[src/rtl/dps_regs.svh]
`ifndef DPS_REGS_SVH
`define DPS_REGS_SVH
`define DPS_ADDR_SR_CFG 4'h0
`define DPS_ADDR_PD_CFG 4'h4
`define DPS_ADDR_STATUS 4'h8
`define DPS_ASR_BIT 6
`define DPS_SRT_BIT 7
`define DPS_FAST_EXIT_BIT 12
`define DPS_CFG_RESET 16'h0000
`define DPS_CLK_MHZ 40
`define DPS_BUF_DIS_NS 25
`define DPS_BUF_DIS_CYC ((`DPS_BUF_DIS_NS * `DPS_CLK_MHZ + 999) / 1000)
`define DPS_BUSY_CYC 4
`endif

[src/rtl/dps_pkg.sv]
package dps_pkg;
  typedef enum logic [3:0] {
    op_nop, op_des, op_act, op_pre, op_prea, op_rd, op_wr, op_ref, op_mrs
  } dps_op_e;
  typedef struct packed {
    dps_op_e op;
    logic [2:0] bank;
  } dps_cmd_s;
  typedef enum logic [1:0] {st_up, st_entry, st_active_pd, st_prech_pd} dps_state_e;
  typedef struct packed {
    logic illegal_combo;
    logic hot;
    logic fast_refresh;
    logic dll_on;
    logic buffers_on;
    logic prech_pd;
    logic active_pd;
    logic [7:0] banks_open;
  } dps_status_s;
endpackage

[src/rtl/dps_top.sv]
`timescale 1ns/10ps
`include "dps_regs.svh"
module dps_top
  import dps_pkg::*;
#(
  parameter int BUF_DIS_CYC = `DPS_BUF_DIS_CYC,
  parameter int BUSY_CYC = `DPS_BUSY_CYC
) (
  input wire logic clk_in,
  input wire logic rst_n_in,
  input wire logic cke_in,
  input wire dps_cmd_s cmd_in,
  input wire logic temp_hot_in,
  input wire logic [3:0] reg_addr_in,
  input wire logic [15:0] reg_wdata_in,
  input wire logic reg_wr_in,
  input wire logic reg_rd_in,
  output logic [15:0] reg_rdata_out,
  output logic buffers_en_out,
  output logic dll_on_out,
  output logic powerdown_out,
  output logic fast_refresh_out
);
  localparam logic [3:0] BUF_DIS = 4'(BUF_DIS_CYC);
  localparam logic [3:0] BUSY = 4'(BUSY_CYC);

  // CKE, command and sensor pins are asynchronous to the core; two stages each
  logic cke_s1, cke_s2, hot_s1, hot_s2;
  dps_cmd_s cmd_s1, cmd_s2;
  always_ff @(posedge clk_in) begin
    if (!rst_n_in) begin
      // Idle high, so a release with NOP never fakes an entry
      cke_s1 <= 1'b1;
      cke_s2 <= 1'b1;
      hot_s1 <= 1'b0;
      hot_s2 <= 1'b0;
      cmd_s1 <= '{op: op_des, bank: 3'h0};
      cmd_s2 <= '{op: op_des, bank: 3'h0};
    end else begin
      cke_s1 <= cke_in;
      cke_s2 <= cke_s1;
      hot_s1 <= temp_hot_in;
      hot_s2 <= hot_s1;
      cmd_s1 <= cmd_in;
      cmd_s2 <= cmd_s1;
    end
  end

  logic is_nop;
  assign is_nop = (cmd_s2.op == op_nop) || (cmd_s2.op == op_des);

  // Register file
  logic [15:0] sr_cfg, pd_cfg, next_sr_cfg, next_pd_cfg, next_rdata;
  dps_status_s status;
  logic auto_self_refresh, extended_temp_self_refresh, fast_exit;
  assign auto_self_refresh = sr_cfg[`DPS_ASR_BIT];
  assign extended_temp_self_refresh = sr_cfg[`DPS_SRT_BIT];
  assign fast_exit = pd_cfg[`DPS_FAST_EXIT_BIT];

  always_comb begin
    next_sr_cfg = sr_cfg;
    next_pd_cfg = pd_cfg;
    next_rdata = 16'h0000;
    if (reg_wr_in && reg_addr_in == `DPS_ADDR_SR_CFG) begin
      next_sr_cfg = reg_wdata_in;
    end
    if (reg_wr_in && reg_addr_in == `DPS_ADDR_PD_CFG) begin
      next_pd_cfg = reg_wdata_in;
    end
    // Temperature config is write-only and reads as zero
    if (reg_rd_in && reg_addr_in == `DPS_ADDR_PD_CFG) begin
      next_rdata = pd_cfg;
    end
    if (reg_rd_in && reg_addr_in == `DPS_ADDR_STATUS) begin
      next_rdata = {1'b0, status};
    end
  end

  always_ff @(posedge clk_in) begin
    if (!rst_n_in) begin
      sr_cfg <= `DPS_CFG_RESET;
      pd_cfg <= `DPS_CFG_RESET;
      reg_rdata_out <= 16'h0000;
    end else begin
      sr_cfg <= next_sr_cfg;
      pd_cfg <= next_pd_cfg;
      reg_rdata_out <= next_rdata;
    end
  end

  // Per-bank open state
  logic [7:0] banks, next_banks;
  dps_state_e state, next_state;
  genvar gi;
  generate
    for (gi = 0; gi < 8; gi++) begin : g_bank
      always_comb begin
        next_banks[gi] = banks[gi];
        if (state == st_up && cmd_s2.bank == 3'(gi) && cmd_s2.op == op_act) begin
          next_banks[gi] = 1'b1;
        end
        if (state == st_up && ((cmd_s2.bank == 3'(gi) && cmd_s2.op == op_pre) || cmd_s2.op == op_prea)) begin
          next_banks[gi] = 1'b0;
        end
      end
    end
  endgenerate

  // Power-down sequencing
  logic [3:0] busy, next_busy, ent_cnt, next_ent_cnt;
  logic next_buffers, next_dll, next_pd, next_fast_ref;

  always_comb begin
    next_state = state;
    next_busy = (busy != 4'h0) ? busy - 4'h1 : 4'h0;
    next_ent_cnt = (ent_cnt != 4'h0) ? ent_cnt - 4'h1 : 4'h0;
    case (state)
      st_up: begin
        if (cmd_s2.op == op_rd || cmd_s2.op == op_wr || cmd_s2.op == op_mrs) begin
          next_busy = BUSY;
        end
        if (!cke_s2 && is_nop) begin
          next_state = st_entry;
          next_ent_cnt = BUF_DIS;
        end
      end
      st_entry: begin
        // Kind is chosen only once pending bursts have drained
        if (cke_s2 && is_nop) begin
          next_state = st_up;
        end else if (ent_cnt == 4'h0 && busy == 4'h0) begin
          next_state = (banks != 8'h00) ? st_active_pd : st_prech_pd;
        end
      end
      st_active_pd, st_prech_pd: begin
        if (cke_s2 && is_nop) begin
          next_state = st_up;
        end
      end
      default: next_state = st_up;
    endcase
    next_pd = (next_state == st_active_pd) || (next_state == st_prech_pd);
    next_buffers = !next_pd;
    next_dll = !(next_state == st_prech_pd && !fast_exit);
    // Auto mode follows the sensor; otherwise software's range choice
    next_fast_ref = auto_self_refresh ? hot_s2 : extended_temp_self_refresh;
  end

  // Synchronous reset also pulls the block out of power-down
  always_ff @(posedge clk_in) begin
    if (!rst_n_in) begin
      state <= st_up;
      banks <= 8'h00;
      busy <= 4'h0;
      ent_cnt <= 4'h0;
      powerdown_out <= 1'b0;
      buffers_en_out <= 1'b1;
      dll_on_out <= 1'b1;
      fast_refresh_out <= 1'b0;
    end else begin
      state <= next_state;
      banks <= next_banks;
      busy <= next_busy;
      ent_cnt <= next_ent_cnt;
      powerdown_out <= next_pd;
      buffers_en_out <= next_buffers;
      dll_on_out <= next_dll;
      fast_refresh_out <= next_fast_ref;
    end
  end

  always_comb begin
    status = '0;
    status.illegal_combo = auto_self_refresh && extended_temp_self_refresh;
    status.hot = hot_s2;
    status.fast_refresh = fast_refresh_out;
    status.dll_on = dll_on_out;
    status.buffers_on = buffers_en_out;
    status.prech_pd = (state == st_prech_pd);
    status.active_pd = (state == st_active_pd);
    status.banks_open = banks;
  end

  pd_entry_a: assert property (@(posedge clk_in) disable iff (!rst_n_in)
    state == st_up && !cke_s2 && is_nop |=> state == st_entry)
    else $error("power-down entry missed");

  buf_off_a: assert property (@(posedge clk_in) disable iff (!rst_n_in)
    powerdown_out |-> !buffers_en_out && (state == st_active_pd || state == st_prech_pd))
    else $error("buffers on in power-down");

  pd_kind_a: assert property (@(posedge clk_in) disable iff (!rst_n_in)
    state == st_entry && ent_cnt == 4'h0 && busy == 4'h0 && !(cke_s2 && is_nop)
    |=> state == (($past(banks) != 8'h00) ? st_active_pd : st_prech_pd))
    else $error("wrong power-down kind");

  slow_exit_dll_a: assert property (@(posedge clk_in) disable iff (!rst_n_in)
    state == st_prech_pd |-> dll_on_out == $past(fast_exit))
    else $error("dll state wrong in precharge power-down");

  auto_rate_a: assert property (@(posedge clk_in) disable iff (!rst_n_in)
    auto_self_refresh |=> fast_refresh_out == $past(hot_s2))
    else $error("auto rate does not follow temperature");

  reset_exit_a: assert property (@(posedge clk_in)
    !rst_n_in |=> state == st_up && !powerdown_out && dll_on_out)
    else $error("reset did not leave power-down");

  pd_exit_a: assert property (@(posedge clk_in) disable iff (!rst_n_in)
    powerdown_out && cke_s2 && is_nop |=> state == st_up && !powerdown_out && buffers_en_out && dll_on_out)
    else $error("power-down exit missed");

  entry_hold_a: assert property (@(posedge clk_in) disable iff (!rst_n_in)
    state == st_entry && (ent_cnt != 4'h0 || busy != 4'h0) && !(cke_s2 && is_nop) |=> state == st_entry)
    else $error("power-down chosen before pending work drained");

  entry_abort_a: assert property (@(posedge clk_in) disable iff (!rst_n_in)
    state == st_entry && cke_s2 && is_nop |=> state == st_up && !powerdown_out)
    else $error("aborted entry did not return to up");

  entry_outputs_a: assert property (@(posedge clk_in) disable iff (!rst_n_in)
    state == st_entry |-> buffers_en_out && dll_on_out && !powerdown_out)
    else $error("outputs changed before power-down reached");

  entry_count_a: assert property (@(posedge clk_in) disable iff (!rst_n_in)
    state == st_up && !cke_s2 && is_nop |=> ent_cnt == BUF_DIS)
    else $error("buffer-disable count not loaded");

  up_idle_a: assert property (@(posedge clk_in) disable iff (!rst_n_in)
    state == st_up && !(!cke_s2 && is_nop) |=> state == st_up)
    else $error("left up state without entry command");

  pd_hold_a: assert property (@(posedge clk_in) disable iff (!rst_n_in)
    powerdown_out && !(cke_s2 && is_nop) |=> powerdown_out)
    else $error("power-down left without exit command");

  up_outputs_a: assert property (@(posedge clk_in) disable iff (!rst_n_in)
    !powerdown_out |-> buffers_en_out && dll_on_out)
    else $error("buffers or dll off outside power-down");

  active_dll_a: assert property (@(posedge clk_in) disable iff (!rst_n_in)
    state == st_active_pd |-> dll_on_out && !buffers_en_out)
    else $error("dll off in active power-down");

  // Bank bits only move in the up state, so the kind stays fixed
  active_kind_a: assert property (@(posedge clk_in) disable iff (!rst_n_in)
    state == st_active_pd |-> banks != 8'h00)
    else $error("active power-down with all banks closed");

  prech_kind_a: assert property (@(posedge clk_in) disable iff (!rst_n_in)
    state == st_prech_pd |-> banks == 8'h00)
    else $error("precharge power-down with a bank open");

  bank_open_a: assert property (@(posedge clk_in) disable iff (!rst_n_in)
    state == st_up && cmd_s2.op == op_act |=> banks[$past(cmd_s2.bank)])
    else $error("activate did not open bank");

  pre_close_a: assert property (@(posedge clk_in) disable iff (!rst_n_in)
    state == st_up && cmd_s2.op == op_pre |=> !banks[$past(cmd_s2.bank)])
    else $error("precharge did not close bank");

  bank_all_close_a: assert property (@(posedge clk_in) disable iff (!rst_n_in)
    state == st_up && cmd_s2.op == op_prea |=> banks == 8'h00)
    else $error("precharge all left a bank open");

  busy_load_a: assert property (@(posedge clk_in) disable iff (!rst_n_in)
    state == st_up && (cmd_s2.op == op_rd || cmd_s2.op == op_wr || cmd_s2.op == op_mrs) |=> busy == BUSY)
    else $error("pending burst not recorded");

  manual_rate_a: assert property (@(posedge clk_in) disable iff (!rst_n_in)
    !auto_self_refresh |=> fast_refresh_out == $past(extended_temp_self_refresh))
    else $error("manual rate does not follow range bit");

  active_pd_c: cover property (@(posedge clk_in) disable iff (!rst_n_in)
    state == st_entry ##1 state == st_active_pd);
  slow_pd_c: cover property (@(posedge clk_in) disable iff (!rst_n_in)
    state == st_prech_pd && !dll_on_out ##[1:20] state == st_up);
  auto_hot_c: cover property (@(posedge clk_in) disable iff (!rst_n_in)
    auto_self_refresh && fast_refresh_out);
  fast_exit_c: cover property (@(posedge clk_in) disable iff (!rst_n_in)
    state == st_prech_pd && dll_on_out ##1 state == st_up);
  reset_pd_c: cover property (@(posedge clk_in)
    powerdown_out && !rst_n_in);
endmodule

[config.mk]
export PLATFORM = sky130hd
export DESIGN_NAME = dps_top
export DESIGN_NICKNAME = d
export VERILOG_FILES = /design/src/rtl/dps_pkg.sv /design/src/rtl/dps_top.sv
export VERILOG_INCLUDE_DIRS = /design/src /design/src/rtl
export SDC_FILE = /design/constraint.sdc
export NUM_CORES = 1
export LEC_CHECK = 0
export BUFFER_PORTS_ARGS = -buffer_cell sky130_fd_sc_hd__clkbuf_2
export CORE_ASPECT_RATIO = 1.75
export CORE_MARGIN = 2
export CORE_UTILIZATION = 48
export DETAILED_ROUTE_END_ITERATION = 10
export PLACE_DENSITY = 0.72
export SYNTH_ARGS = -nofsm -noshare
export SYNTH_HDL_FRONTEND = slang
export SYNTH_SLANG_ARGS = --single-unit
export TNS_END_PERCENT = 5
[constraint.sdc]
create_clock -name clk_in -period 1.2 [get_ports clk_in]
set_input_delay 0.24 -clock clk_in [delete_from_list [all_inputs] [get_ports clk_in]]
set_output_delay 0.24 -clock clk_in [all_outputs]
set_load 0.01 [all_outputs]
# [Word level (Yosys, flattened, before mapping)]
# Cells that the tools add are included.
[op_classes] add_sub_neg=2 n_eq_ne=21 n_mux=15 bitwise=2 reduce_logical=76
[op_table] cell="logical AND 1 bit" count=41
[op_table] cell="2-to-1 mux 15 bit" count=2
[op_table] cell="2-to-1 mux 4 bit" count=6
[op_table] cell="OR reduction 2 bit" count=9
[op_table] cell="equality test 4 x 3 -> 1 bit (second input constant)" count=4
[op_table] cell="logical NOT 4 bit" count=4
[op_table] cell="equality test 3 bit (second input constant)" count=4
[op_table] cell="logical OR 1 bit" count=12
[op_table] cell="equality test 2 bit (second input constant)" count=4
[op_table] cell="equality test 4 x 2 -> 1 bit (second input constant)" count=2
[op_table] cell="equality test 4 bit (second input constant)" count=2
[op_table] cell="2-to-1 mux 2 bit" count=4
[op_table] cell="nonzero test 4 bit" count=2
[op_table] cell="nonzero test 8 bit" count=1
[op_table] cell="subtractor 4 x 1 -> 4 bit (second input constant)" count=2
[op_table] cell="equality test 3 x 2 -> 1 bit (second input constant)" count=2
[op_table] cell="case mux 2 bit (3 select lines)" count=1
[op_table] cell="equality test 4 x 1 -> 1 bit (second input constant)" count=1
[op_table] cell="logical NOT 1 bit" count=4
[op_table] cell="equality test 3 x 1 -> 1 bit (second input constant)" count=1
[op_table] cell="logical NOT 3 bit" count=1
[op_table] cell="OR reduction 3 bit" count=1
[op_table] cell="equality test 2 x 1 -> 1 bit (second input constant)" count=1
[op_table] cell="logical NOT 2 bit" count=1
[op_table] cell="2 further kinds" count=4
[totals] ff_bits=80 output_inout_bits=20

# [Depth between registers and ports, before layout]
# Gate-level depths: netlist (run 1).
[depth] ltp_word=8 ltp_mapped=6 mapped_depth_nobuf=4

# [Least setup slack after synthesis (run 1)]
# OpenSTA, ideal clock, no wires.
[synth_timing] kind="register to register" from="reg cmd_s2[4] (netlist bit)" to="reg banks[4]" arrival_ps=1193 t_required_ps=1061 path_slack_ps=-132 path_stages_with_launch=6 path_cell_list="dfxtp_1 > buf_6 > or4b_1 > buf_2 > o31ai_1 > a211oi_1"
[synth_via] elab_chain_cells=5
[synth_lines] element="start, declared" line_no="dps_top.sv:29" rtl="dps_cmd_s cmd_s1, cmd_s2;"
[synth_lines] element="start signal, assigned" line_no="dps_top.sv:38" rtl="cmd_s2 <= '{op: op_des, bank: 3'h0};"
[synth_lines] element="start signal, assigned" line_no="dps_top.sv:45" rtl="cmd_s2 <= cmd_s1;"
[synth_lines] element="equality test 4 x 2 -> 1 bit" line_no="dps_top.sv:102" rtl="if (state == st_up && ((cmd_s2.bank == 3'(gi) && cmd_s2.op == op_pre) || cmd_s2.op == op_prea)) begin"
[synth_lines] element="logical AND 1 bit" line_no="dps_top.sv:102"
[synth_lines] element="logical OR 1 bit" line_no="dps_top.sv:102"
[synth_lines] element="logical AND 1 bit" line_no="dps_top.sv:102"
[synth_lines] element="OR reduction 2 bit (no source line)"
[synth_lines] element="end signal, assigned" line_no="dps_top.sv:162" rtl="banks <= next_banks;"
[synth_lines] element="end, declared" line_no="dps_top.sv:92" rtl="logic [7:0] banks, next_banks;"
# Parallel ways exist; a longest one is shown, timed or not.
# A chain may end at the register's enable or synchronous reset.

# [Worst setup path after layout (run 1)]
[layout_timing] from="reg cmd_s2[5] (netlist bit)" to="reg state[0]"
[layout_via] elab_chain_cells=5
[layout_lines] element="equality test 4 x 1 -> 1 bit / logical NOT 4 bit (equally long branches)" line_no="dps_top.sv:50" rtl="assign is_nop = (cmd_s2.op == op_nop) || (cmd_s2.op == op_des);"
[layout_lines] element="logical OR 1 bit (*)" line_no="dps_top.sv:50"
[layout_lines] element="logical AND 1 bit, on equally long branches" line_no="dps_top.sv:129, dps_top.sv:136, dps_top.sv:122"
[layout_lines] element="2-to-1 mux 2 bit, on equally long branches" line_no="dps_top.sv:136, dps_top.sv:122, dps_top.sv:129"
[layout_lines] element="case mux 2 bit (3 select lines) (*)" line_no="dps_top.sv:117" rtl="case (state)"
[layout_lines] element="end signal, assigned" line_no="dps_top.sv:152" rtl="state <= st_up;"
[layout_lines] element="end signal, assigned" line_no="dps_top.sv:161" rtl="state <= next_state;"
[layout_lines] element="end, declared" line_no="dps_top.sv:93" rtl="dps_state_e state, next_state;"
# Every way passes the cells marked *; elsewhere a longest branch is shown, timed or not.

==> results of run 1 <==
-- metal layers --
layer,up-vias,GRT usage
met1,1033,0.213
met5,-,0
met3,11,0.0590
met2,53,0.349
met4,0,0.0970
li1,1106,-
-- cell families after synthesis --
family | Yosys count | share of synthesized area
flops | 73 | 0.542
compound gates | 55 | 0.141
buf+inv | 20 | 0.0376
mux | 19 | 0.0706
simple gates | 99 | 0.209
-- synth_stat cells (2+ instances only) --
library cell   n  share of area
a211oi_1       7          0.019
a21oi_1       13          0.024
a22oi_1       12          0.033
a31oi_1        2         0.0046
a32oi_1        3         0.0098
and2_1        15          0.035
and3_1         2         0.0046
and4b_1        2         0.0074
and4bb_1       2         0.0093
buf_2          6          0.011
buf_6          2         0.0084
clkbuf_1       8          0.011
dfxtp_1       73           0.54
inv_1          2         0.0028
mux2i_1       19          0.071
nand2_1        4         0.0056
nand2b_1       7          0.016
nand3_1        2         0.0037
nand3b_1       2         0.0056
nor2_1        41          0.057
nor2b_1        2         0.0046
nor3_1         2         0.0037
nor4_1         5          0.012
o21ai_0        7          0.013
o31ai_1        3         0.0084
-- critical path, cell delays in order, from the launching register on --
cell and delay [ps]:
dfxtp_4 370, or4b_4 550, o21ai_2 80, a21oi_1 70, and2_1 160
-- stage by stage --
stage | instances | hold slack, ps | total power, mW | worst slack (ps)
2_1_floorplan | 266 | 313 | 2.71 | -100
3_3_place_gp | 404 | 391 | 2.84 | -145
3_5_place_dp | 404 | 403 | 2.85 | -186
4_1_cts | 422 | 63.8 | 4.87 | -134
5_1_grt | 423 | 73.4 | 5.03 | -209
6_report | 423 | 78.5 | 4.86 | -128
-- worst max-delay path by stage --
| stage | to | slack, ps | cells past startpoint | startpoint |
|---|---|---|---|---|
| 2_1_floorplan | banks[4]$_SDFFE_PP0P_ | -100 | 5 | cmd_s2[4]$_SDFF_PN0_ |
| 3_3_place_gp | busy[0]$_SDFF_PN0_ | -150 | 5 | cmd_s2[4]$_SDFF_PN0_ |
| 3_5_place_dp | banks[4]$_SDFFE_PP0P_ | -190 | 5 | cmd_s2[6]$_SDFF_PN0_ |
| 4_1_cts | banks[4]$_SDFFE_PP0P_ | -130 | 5 | cmd_s2[3]$_SDFF_PN1_ |
| 5_1_grt | banks[7]$_SDFFE_PP0P_ | -210 | 6 | cmd_s2[5]$_SDFF_PN0_ |
| 6_report | state[0]$_SDFF_PN0_ | -130 | 4 | cmd_s2[5]$_SDFF_PN0_ |
-- registers in the layout, summed over array words and instances, names as in the netlist, 2 cells and up --
name           count
reg_rdata_out     16
sr_cfg             2
banks              8
cmd_s2             7
ent_cnt            4
busy               4
cmd_s1             7
pd_cfg            16
-- area by class of cell --
class / count / area share
sequential: 73 / 0.410
multi-input combinational: 173 / 0.355
timing repair buffer: 83 / 0.148
clock buffer: 9 / 0.0344
tap: 76 / 0.0264
clock inverter: 6 / 0.0233
inverter: 3 / 0.00313
-- power by group through the flow --
| stage | registers, mW | logic, mW | clock network (mW) |
|---|---|---|---|
| after detailed placement | 2.56 | 0.288 | 0 |
| after CTS | 2.50 | 0.315 | 2.05 |
| final | 2.50 | 0.339 | 2.02 |
| after global placement | 2.56 | 0.283 | 0 |
| after floorplan | 2.55 | 0.158 | 0 |
| after global routing | 2.51 | 0.371 | 2.15 |
-- timing repair --
action	4_1_cts	5_1_grt
pin swaps	21	10
endpoints found under the setup margin	20	20
resized for setup	20	15
setup buffers	3	1
==> results.sh, run 1 <==
export IMPL_status="complete, but fails checks"
export IMPL_violations="setup timing"
export IMPL_fin_crit_sh=1.11
export IMPL_dpl_hpwl_um=3830
export IMPL_ys_ff_latch=73
export IMPL_portBuffers=52
export IMPL_p_switching_mw=1.07
export IMPL_dr_pass1_iters=4
export IMPL_antenna_found_initial=0
export IMPL_layout_common_cells="dfxtp_1, clkbuf_2, nor2_1"
export IMPL_start_util=0.490
export IMPL_internal_power_mw=3.79
export IMPL_finalSetupViolCount=18
export IMPL_cts_buffer_depth=2
export IMPL_final_antenna_net_count=0
export IMPL_route_met2_wl_um=3270
export IMPL_dpl_instance_area_um2=3210
export IMPL_drv_slew=0
export IMPL_critPathMaxFanout=6
export IMPL_cts_max_level=3
export IMPL_maxCapViolCount=0
export IMPL_wl_um=5880
export IMPL_fin_ws_ps=-128
export IMPL_grt_ovfl_total=0
export IMPL_leakage_nw=1.62
export IMPL_pwr_share_seq=0.515
export IMPL_drive_gt1_frac=0.375
export IMPL_route_vias_total=2203
export IMPL_synth_edf_count=0
export IMPL_grt_total_usage=0.200
export IMPL_r2r_slack_ps=-130
export IMPL_wl_met1_um=2270
export IMPL_grt_pass1_vias=2139
export IMPL_finalHoldViolCount=0
export IMPL_fillers=466
export IMPL_hold_start="cmd_in[3]"
export IMPL_min_path_cells=2
export IMPL_clockPowerShare=0.415
export IMPL_setup_tns_ps=-1400
export IMPL_grt_pass1_wl_um=9340
export IMPL_fmax_mhz=753
export IMPL_multi_input_area_um2=1280
export IMPL_postLayoutCoreUtil=0.656
export IMPL_top_layer="met4"
export IMPL_finalWorstPathRequiredPeriod_ps=1330
export IMPL_diodes=0
export IMPL_drc_errors=0
export IMPL_worst_setup_path_start_kind="register"
export IMPL_avgViaCountPerCell=5.21
export IMPL_min_path_type="in2reg"
export IMPL_die_y_um=103
export IMPL_synth_cell_types=48
export IMPL_synth_fp_nets=299
export IMPL_stdcell_area_um2=3600
export IMPL_worstReg2RegStart="cmd_s2[5]$_SDFF_PN0_"
export IMPL_final_common_cell="dfxtp_1"
export IMPL_crit_arrival_ps=1570
export IMPL_fp_dieW_um=60.6
export IMPL_cts_buffers=9
export IMPL_regArea_um2=1480
export IMPL_drt_iter0_markers=115
export IMPL_peakVddDrop_uv=919
export IMPL_cts_sinks=73
export IMPL_grt_max_degree=44
export IMPL_timing_rr_end="state[0]$_SDFF_PN0_"
export IMPL_wl_met3_um=220
export IMPL_syn_to_final_growth_pct=33.7
export IMPL_clk_pin_slew_ps=70
export IMPL_switching_share=0.221
export IMPL_std_cell_rows=36
export IMPL_cts_hold_buffers_added=0
export IMPL_core_area_um2=5500
export IMPL_slew_limit_headroom=0.768
export IMPL_crit_type="reg2reg"
export IMPL_pin_count=53
export IMPL_endpoint_kind="register"
export IMPL_nNetsFinal=376
export IMPL_drt_wirelength_per_cell_um=13.9
export IMPL_postSynthCellCount=266
export IMPL_ys_flop_type="dfxtp_1"
export IMPL_ys_seq_area_frac=0.542
export IMPL_yosysWarnings=0
export IMPL_reg2reg_depth=4
export IMPL_rsz0062_at_grt="yes"
export IMPL_powerDensity_nw_per_um2=1350
export IMPL_worst_pin_slew_ps=345
export IMPL_root_buffer="clkbuf_8"
export IMPL_place_congestion=0.854
export IMPL_dieArea_um2=6250
export IMPL_finClkSkew_ps=7.09
export IMPL_worstHoldEndpoint="cmd_s1[3]$_SDFF_PN1_"
export IMPL_worstPathRequired_ps=1440
export IMPL_avgSynthCellArea_um2=10.1
export IMPL_pwr_share_comb=0.070
export IMPL_cts_tree="done"
export IMPL_syn_cell_area_um2=2700
export IMPL_insertion_delay_ps=340
export IMPL_synth_async_reset_ratio=0
(Power assumes the default switching activity.)
==> inputs of run 2 (changes only) <==
--- a/config.mk
+++ b/config.mk
@@ -9,9 +9,9 @@
 export BUFFER_PORTS_ARGS = -buffer_cell sky130_fd_sc_hd__clkbuf_2
 export CORE_ASPECT_RATIO = 1.75
 export CORE_MARGIN = 2
-export CORE_UTILIZATION = 48
+export CORE_UTILIZATION = 54
 export DETAILED_ROUTE_END_ITERATION = 10
-export PLACE_DENSITY = 0.72
+export PLACE_DENSITY_LB_ADDON = 0.15
 export SYNTH_ARGS = -nofsm -noshare
 export SYNTH_HDL_FRONTEND = slang
 export SYNTH_SLANG_ARGS = --single-unit
==> constraint.sdc (replaced) <==
create_clock -name clk_in -period 1.4 [get_ports clk_in]
set_input_delay 0.28 -clock clk_in [delete_from_list [all_inputs] [get_ports clk_in]]
set_output_delay 0.28 -clock clk_in [all_outputs]
set_load 0.01 [all_outputs]
==> results.sh, run 2 (same netlist as run 1, synthesis figures left out) <==
export IMPL_status="completed"
export IMPL_worst_pin_slew_ps=581
export IMPL_layout_common_cells="dfxtp_1, clkbuf_2, nor2_1"
export IMPL_powerDensity_nw_per_um2=1220
export IMPL_avgViaCountPerCell=5.55
export IMPL_finalSetupViolCount=0
export IMPL_worstPathRequired_ps=1640
export IMPL_drt_iter0_markers=64
export IMPL_grt_pass1_wl_um=8400
export IMPL_die_y_um=97.5
export IMPL_finClkSkew_ps=8.68
export IMPL_std_cell_rows=34
export IMPL_dpl_instance_area_um2=3040
export IMPL_endpoint_kind="register"
export IMPL_cts_max_level=3
export IMPL_min_path_type="in2reg"
export IMPL_fmax_mhz=756
export IMPL_slew_limit_headroom=0.607
export IMPL_path_buf_inv=0
export IMPL_pin_count=53
export IMPL_critPathLaunch="cmd_s2[4]$_SDFF_PN0_"
export IMPL_place_congestion=0.812
export IMPL_crit_path_cell_trace="or4b_4, o21ai_1, a21oi_1, and2_1"
export IMPL_cts_buffers=9
export IMPL_cts_tree="done"
export IMPL_stdcell_area_um2=3270
export IMPL_grt_max_degree=44
export IMPL_dpl_hpwl_um=3610
export IMPL_root_buffer="clkbuf_8"
export IMPL_grt_total_usage=0.195
export IMPL_slowest_delay_ps=540
export IMPL_maxCapViolCount=0
export IMPL_dieArea_um2=5590
export IMPL_top_regs="pd_cfg (16), reg_rdata_out (16), banks (8)"
export IMPL_antenna_found_initial=0
export IMPL_portBuffers=52
export IMPL_final_common_cell="dfxtp_1"
export IMPL_dr_pass1_iters=4
export IMPL_finalWorstPathRequiredPeriod_ps=1320
export IMPL_final_antenna_net_count=0
export IMPL_wl_um=5060
export IMPL_nNetsFinal=358
export IMPL_crit_arrival_ps=1560
export IMPL_clk_pin_slew_ps=70
export IMPL_drive_gt1_frac=0.297
export IMPL_peakVddDrop_uv=1080
export IMPL_drt_wirelength_per_cell_um=13.2
export IMPL_cts_sinks=73
export IMPL_cts_buffer_depth=2
export IMPL_drc_errors=0
export IMPL_route_vias_total=2131
export IMPL_crit_slowest_cell="or4b_4"
export IMPL_leakage_nw=1.48
export IMPL_syn_to_final_growth_pct=21.5
export IMPL_postLayoutCoreUtil=0.669
export IMPL_drv_slew=0
export IMPL_fp_dieW_um=57.4
export IMPL_critPathMaxFanout=10
export IMPL_crit_type="reg2reg"
export IMPL_insertion_delay_ps=350
export IMPL_fin_crit_sh=0.944
export IMPL_diodes=0
export IMPL_hold_start="cmd_in[3]"
export IMPL_grt_pass1_vias=1970
export IMPL_path_delay_family="simple AND/OR/NAND/NOR gates"
export IMPL_worst_setup_path_start_kind="register"
export IMPL_grt_ovfl_total=0
export IMPL_core_area_um2=4890
export IMPL_worstReg2RegStart="cmd_s2[4]$_SDFF_PN0_"
export IMPL_start_util=0.551
export IMPL_finalPower_mw=4.00
export IMPL_finalHoldViolCount=0
export IMPL_cts_hold_buffers_added=0
run 2: power by group:
part	total, mW	internal (mW)	leakage (nW)	switching, mW
clock	1.62	0.873	0.0985	0.752
sequential	2.15	2.12	0.594	0.0329
combinational	0.223	0.113	0.785	0.111
run 2: final cells by class:
class                   count  area [um^2]
fillers                   418         1620
flip-flops and latches     73         1470
multi-input cells         173         1150
repair buffers             65          370
clock buffers              10          138
clock inverters             6         67.6
well taps                  54         67.6
inverters                   3         11.3
run 2: per-layer routing:
metal,track usage,wire (um)
met1,0.210,2020
met2,0.330,2640
met3,0.0493,252
met4,0.114,138
met5,0,0
run 2: path summary, 6_finish.rpt:
| kind | to | slack, ps | depth (start not counted) |
|---|---|---|---|
| hold / removal | cmd_s1[3]$_SDFF_PN1_ | 120 | 2 |
| hold reg to reg | cke_s2$_SDFF_PN1_ | 410 | 1 |
| setup reg to reg | state[0]$_SDFF_PN0_ | 80 | 4 |
| setup / recovery | state[0]$_SDFF_PN0_ | 80 | 4 |
run 2: repair_timing:
item / CTS / global route
buffers inserted: 0 / 1
setup endpoints to repair: 10 / 12
pin swaps: 0 / 1
gates resized for setup: 3 / 5
run 2: worst register-to-register path, delay by kind of cell, from the launching register on:
family,cells,cell delay [ps]
AND/OR/NAND/NOR,2,690
flip-flops,1,380
AO/OA/AOI/OAI,2,150
run 2: per-stage QoR:
stage	setup TNS, ps	hold WS (ps)	cells	setup slack [ps]
2_1_floorplan	0	353	266	68.5
3_3_place_gp	-159	388	367	-22.0
3_5_place_dp	-346	392	367	-35.6
4_1_cts	0	110	383	11.6
5_1_grt	-1.66	111	384	-1.66
6_report	0	123	384	77.9
==> inputs of run 3 (changes only) <==
--- a/config.mk
+++ b/config.mk
@@ -9,7 +9,7 @@
 export BUFFER_PORTS_ARGS = -buffer_cell sky130_fd_sc_hd__clkbuf_2
 export CORE_ASPECT_RATIO = 1.75
 export CORE_MARGIN = 2
-export CORE_UTILIZATION = 54
+export CORE_UTILIZATION = 30
 export DETAILED_ROUTE_END_ITERATION = 10
 export PLACE_DENSITY_LB_ADDON = 0.15
 export SYNTH_ARGS = -nofsm -noshare
==> results.sh, run 3 (same netlist as run 1, synthesis figures left out) <==
export IMPL_status="completed"
export IMPL_syn_to_final_growth_pct=28.0
export IMPL_grt_ovfl_total=0
export IMPL_cts_buffer_depth=2
export IMPL_cts_buffers=9
export IMPL_path_delay_family="simple AND/OR/NAND/NOR gates"
export IMPL_pin_count=53
export IMPL_maxCapViolCount=0
export IMPL_dpl_hpwl_um=4060
export IMPL_finalHoldViolCount=0
export IMPL_grt_total_usage=0.126
export IMPL_peakVddDrop_uv=650
export IMPL_critPathLaunch="cmd_s2[4]$_SDFF_PN0_"
export IMPL_finalWorstPathRequiredPeriod_ps=1330
export IMPL_route_vias_total=2071
export IMPL_cts_hold_buffers_added=0
export IMPL_layout_common_cells="dfxtp_1, clkbuf_2, nor2_1"
export IMPL_crit_slowest_cell="or4b_4"
export IMPL_dr_pass1_iters=4
export IMPL_grt_max_degree=44
export IMPL_place_congestion=0.747
export IMPL_fmax_mhz=753
export IMPL_hold_start="cke_in"
export IMPL_antenna_found_initial=0
export IMPL_drc_errors=0
export IMPL_worst_setup_path_start_kind="register"
export IMPL_min_path_type="in2reg"
export IMPL_fin_cells=441
export IMPL_path_buf_inv=0
export IMPL_critPathMaxFanout=9
export IMPL_wl_um=5710
export IMPL_cts_tree="done"
export IMPL_drt_iter0_markers=93
export IMPL_endpoint_kind="register"
export IMPL_placedCellCount=429
export IMPL_stdcell_area_um2=3450
export IMPL_crit_arrival_ps=1550
export IMPL_fillers=858
export IMPL_final_common_cell="dfxtp_1"
export IMPL_drive_gt1_frac=0.281
export IMPL_core_area_um2=8730
export IMPL_leakage_nw=1.52
export IMPL_dpl_instance_area_um2=3140
export IMPL_dieArea_um2=9790
export IMPL_grt_pass1_wl_um=9020
export IMPL_crit_type="reg2reg"
export IMPL_worstReg2RegStart="cmd_s2[4]$_SDFF_PN0_"
export IMPL_grt_pass1_vias=1922
export IMPL_fp_dieW_um=75.7
export IMPL_powerDensity_nw_per_um2=1310
export IMPL_root_buffer="clkbuf_16"
export IMPL_avgViaCountPerCell=4.70
export IMPL_portBuffers=52
export IMPL_cts_sinks=73
export IMPL_slowest_delay_ps=540
export IMPL_postLayoutCoreUtil=0.395
export IMPL_std_cell_rows=45
export IMPL_drt_wirelength_per_cell_um=12.9
export IMPL_drv_slew=0
export IMPL_finClkSkew_ps=4.45
export IMPL_final_antenna_net_count=0
export IMPL_slew_limit_headroom=0.650
export IMPL_clk_pin_slew_ps=50
export IMPL_crit_path_cell_trace="or4b_4, o21ai_1, a21oi_1, and2_1"
export IMPL_fin_crit_sh=0.948
export IMPL_rsz0062_at_grt="yes"
export IMPL_cts_max_level=3
export IMPL_start_util=0.309
export IMPL_worstPathRequired_ps=1620
export IMPL_worst_pin_slew_ps=518
export IMPL_whs_ps=137
export IMPL_diodes=0
export IMPL_die_y_um=129
export IMPL_finalSetupViolCount=0
export IMPL_nNetsFinal=356
export IMPL_top_regs="pd_cfg (16), reg_rdata_out (16), banks (8)"
export IMPL_insertion_delay_ps=320
-- run 3: cell count changes in the layout (fill, tap and decap cells not counted), sizes merged --
cell      before  now
clkbuf        62   63
clkinvlp       2    0
buf           13   11
clkinv         4    1
-- run 3: final cells by class --
type / instances / area [um^2] / area share
sequential: 73 / 1460 / 0.424
clock inverter: 1 / 30.0 / 0.00870
timing repair buffer: 63 / 393 / 0.114
tap: 117 / 146 / 0.0424
inverter: 3 / 11.3 / 0.00326
clock buffer: 11 / 243 / 0.0703
multi-input combinational: 173 / 1160 / 0.337
-- run 3: worst paths after layout --
| check | depth (start not counted) | slack [ps] | endpoint |
|---|---|---|---|
| worst max register to register | 4 | 70 | state[0]$_SDFF_PN0_ |
| worst max-delay path | 4 | 70 | state[0]$_SDFF_PN0_ |
| worst min register to register | 1 | 400 | cmd_s2[3]$_SDFF_PN1_ |
| worst min-delay path | 2 | 140 | cke_s1$_SDFF_PN1_ |
-- run 3: routing by layer --
metal | GRT usage | wire length, um
met5 | 0 | 0
met4 | 0.0877 | 227
met1 | 0.133 | 2380
met2 | 0.207 | 2880
met3 | 0.0365 | 225
-- run 3: report_power, final --
group,switching [mW],internal [mW]
combinational,0.119,0.116
sequential,0.0313,2.12
clock,0.745,1.39
-- run 3: metrics by stage --
stage | setup slack (ps) | power, mW | TNS, ps
floorplan | 68.5 | 2.32 | 0
detailed placement | -25.9 | 2.43 | -34.9
finish | 72.2 | 4.52 | 0
global route | -23.0 | 4.71 | -77.6
CTS | 10.5 | 4.60 | 0
global placement | 16.2 | 2.43 | 0
-- run 3: what timing repair did --
item / in CTS / in global routing
gates cloned: 0 / 0
gates resized for setup: 3 / 4
buffers inserted: 0 / 0
setup endpoints to repair: 3 / 9
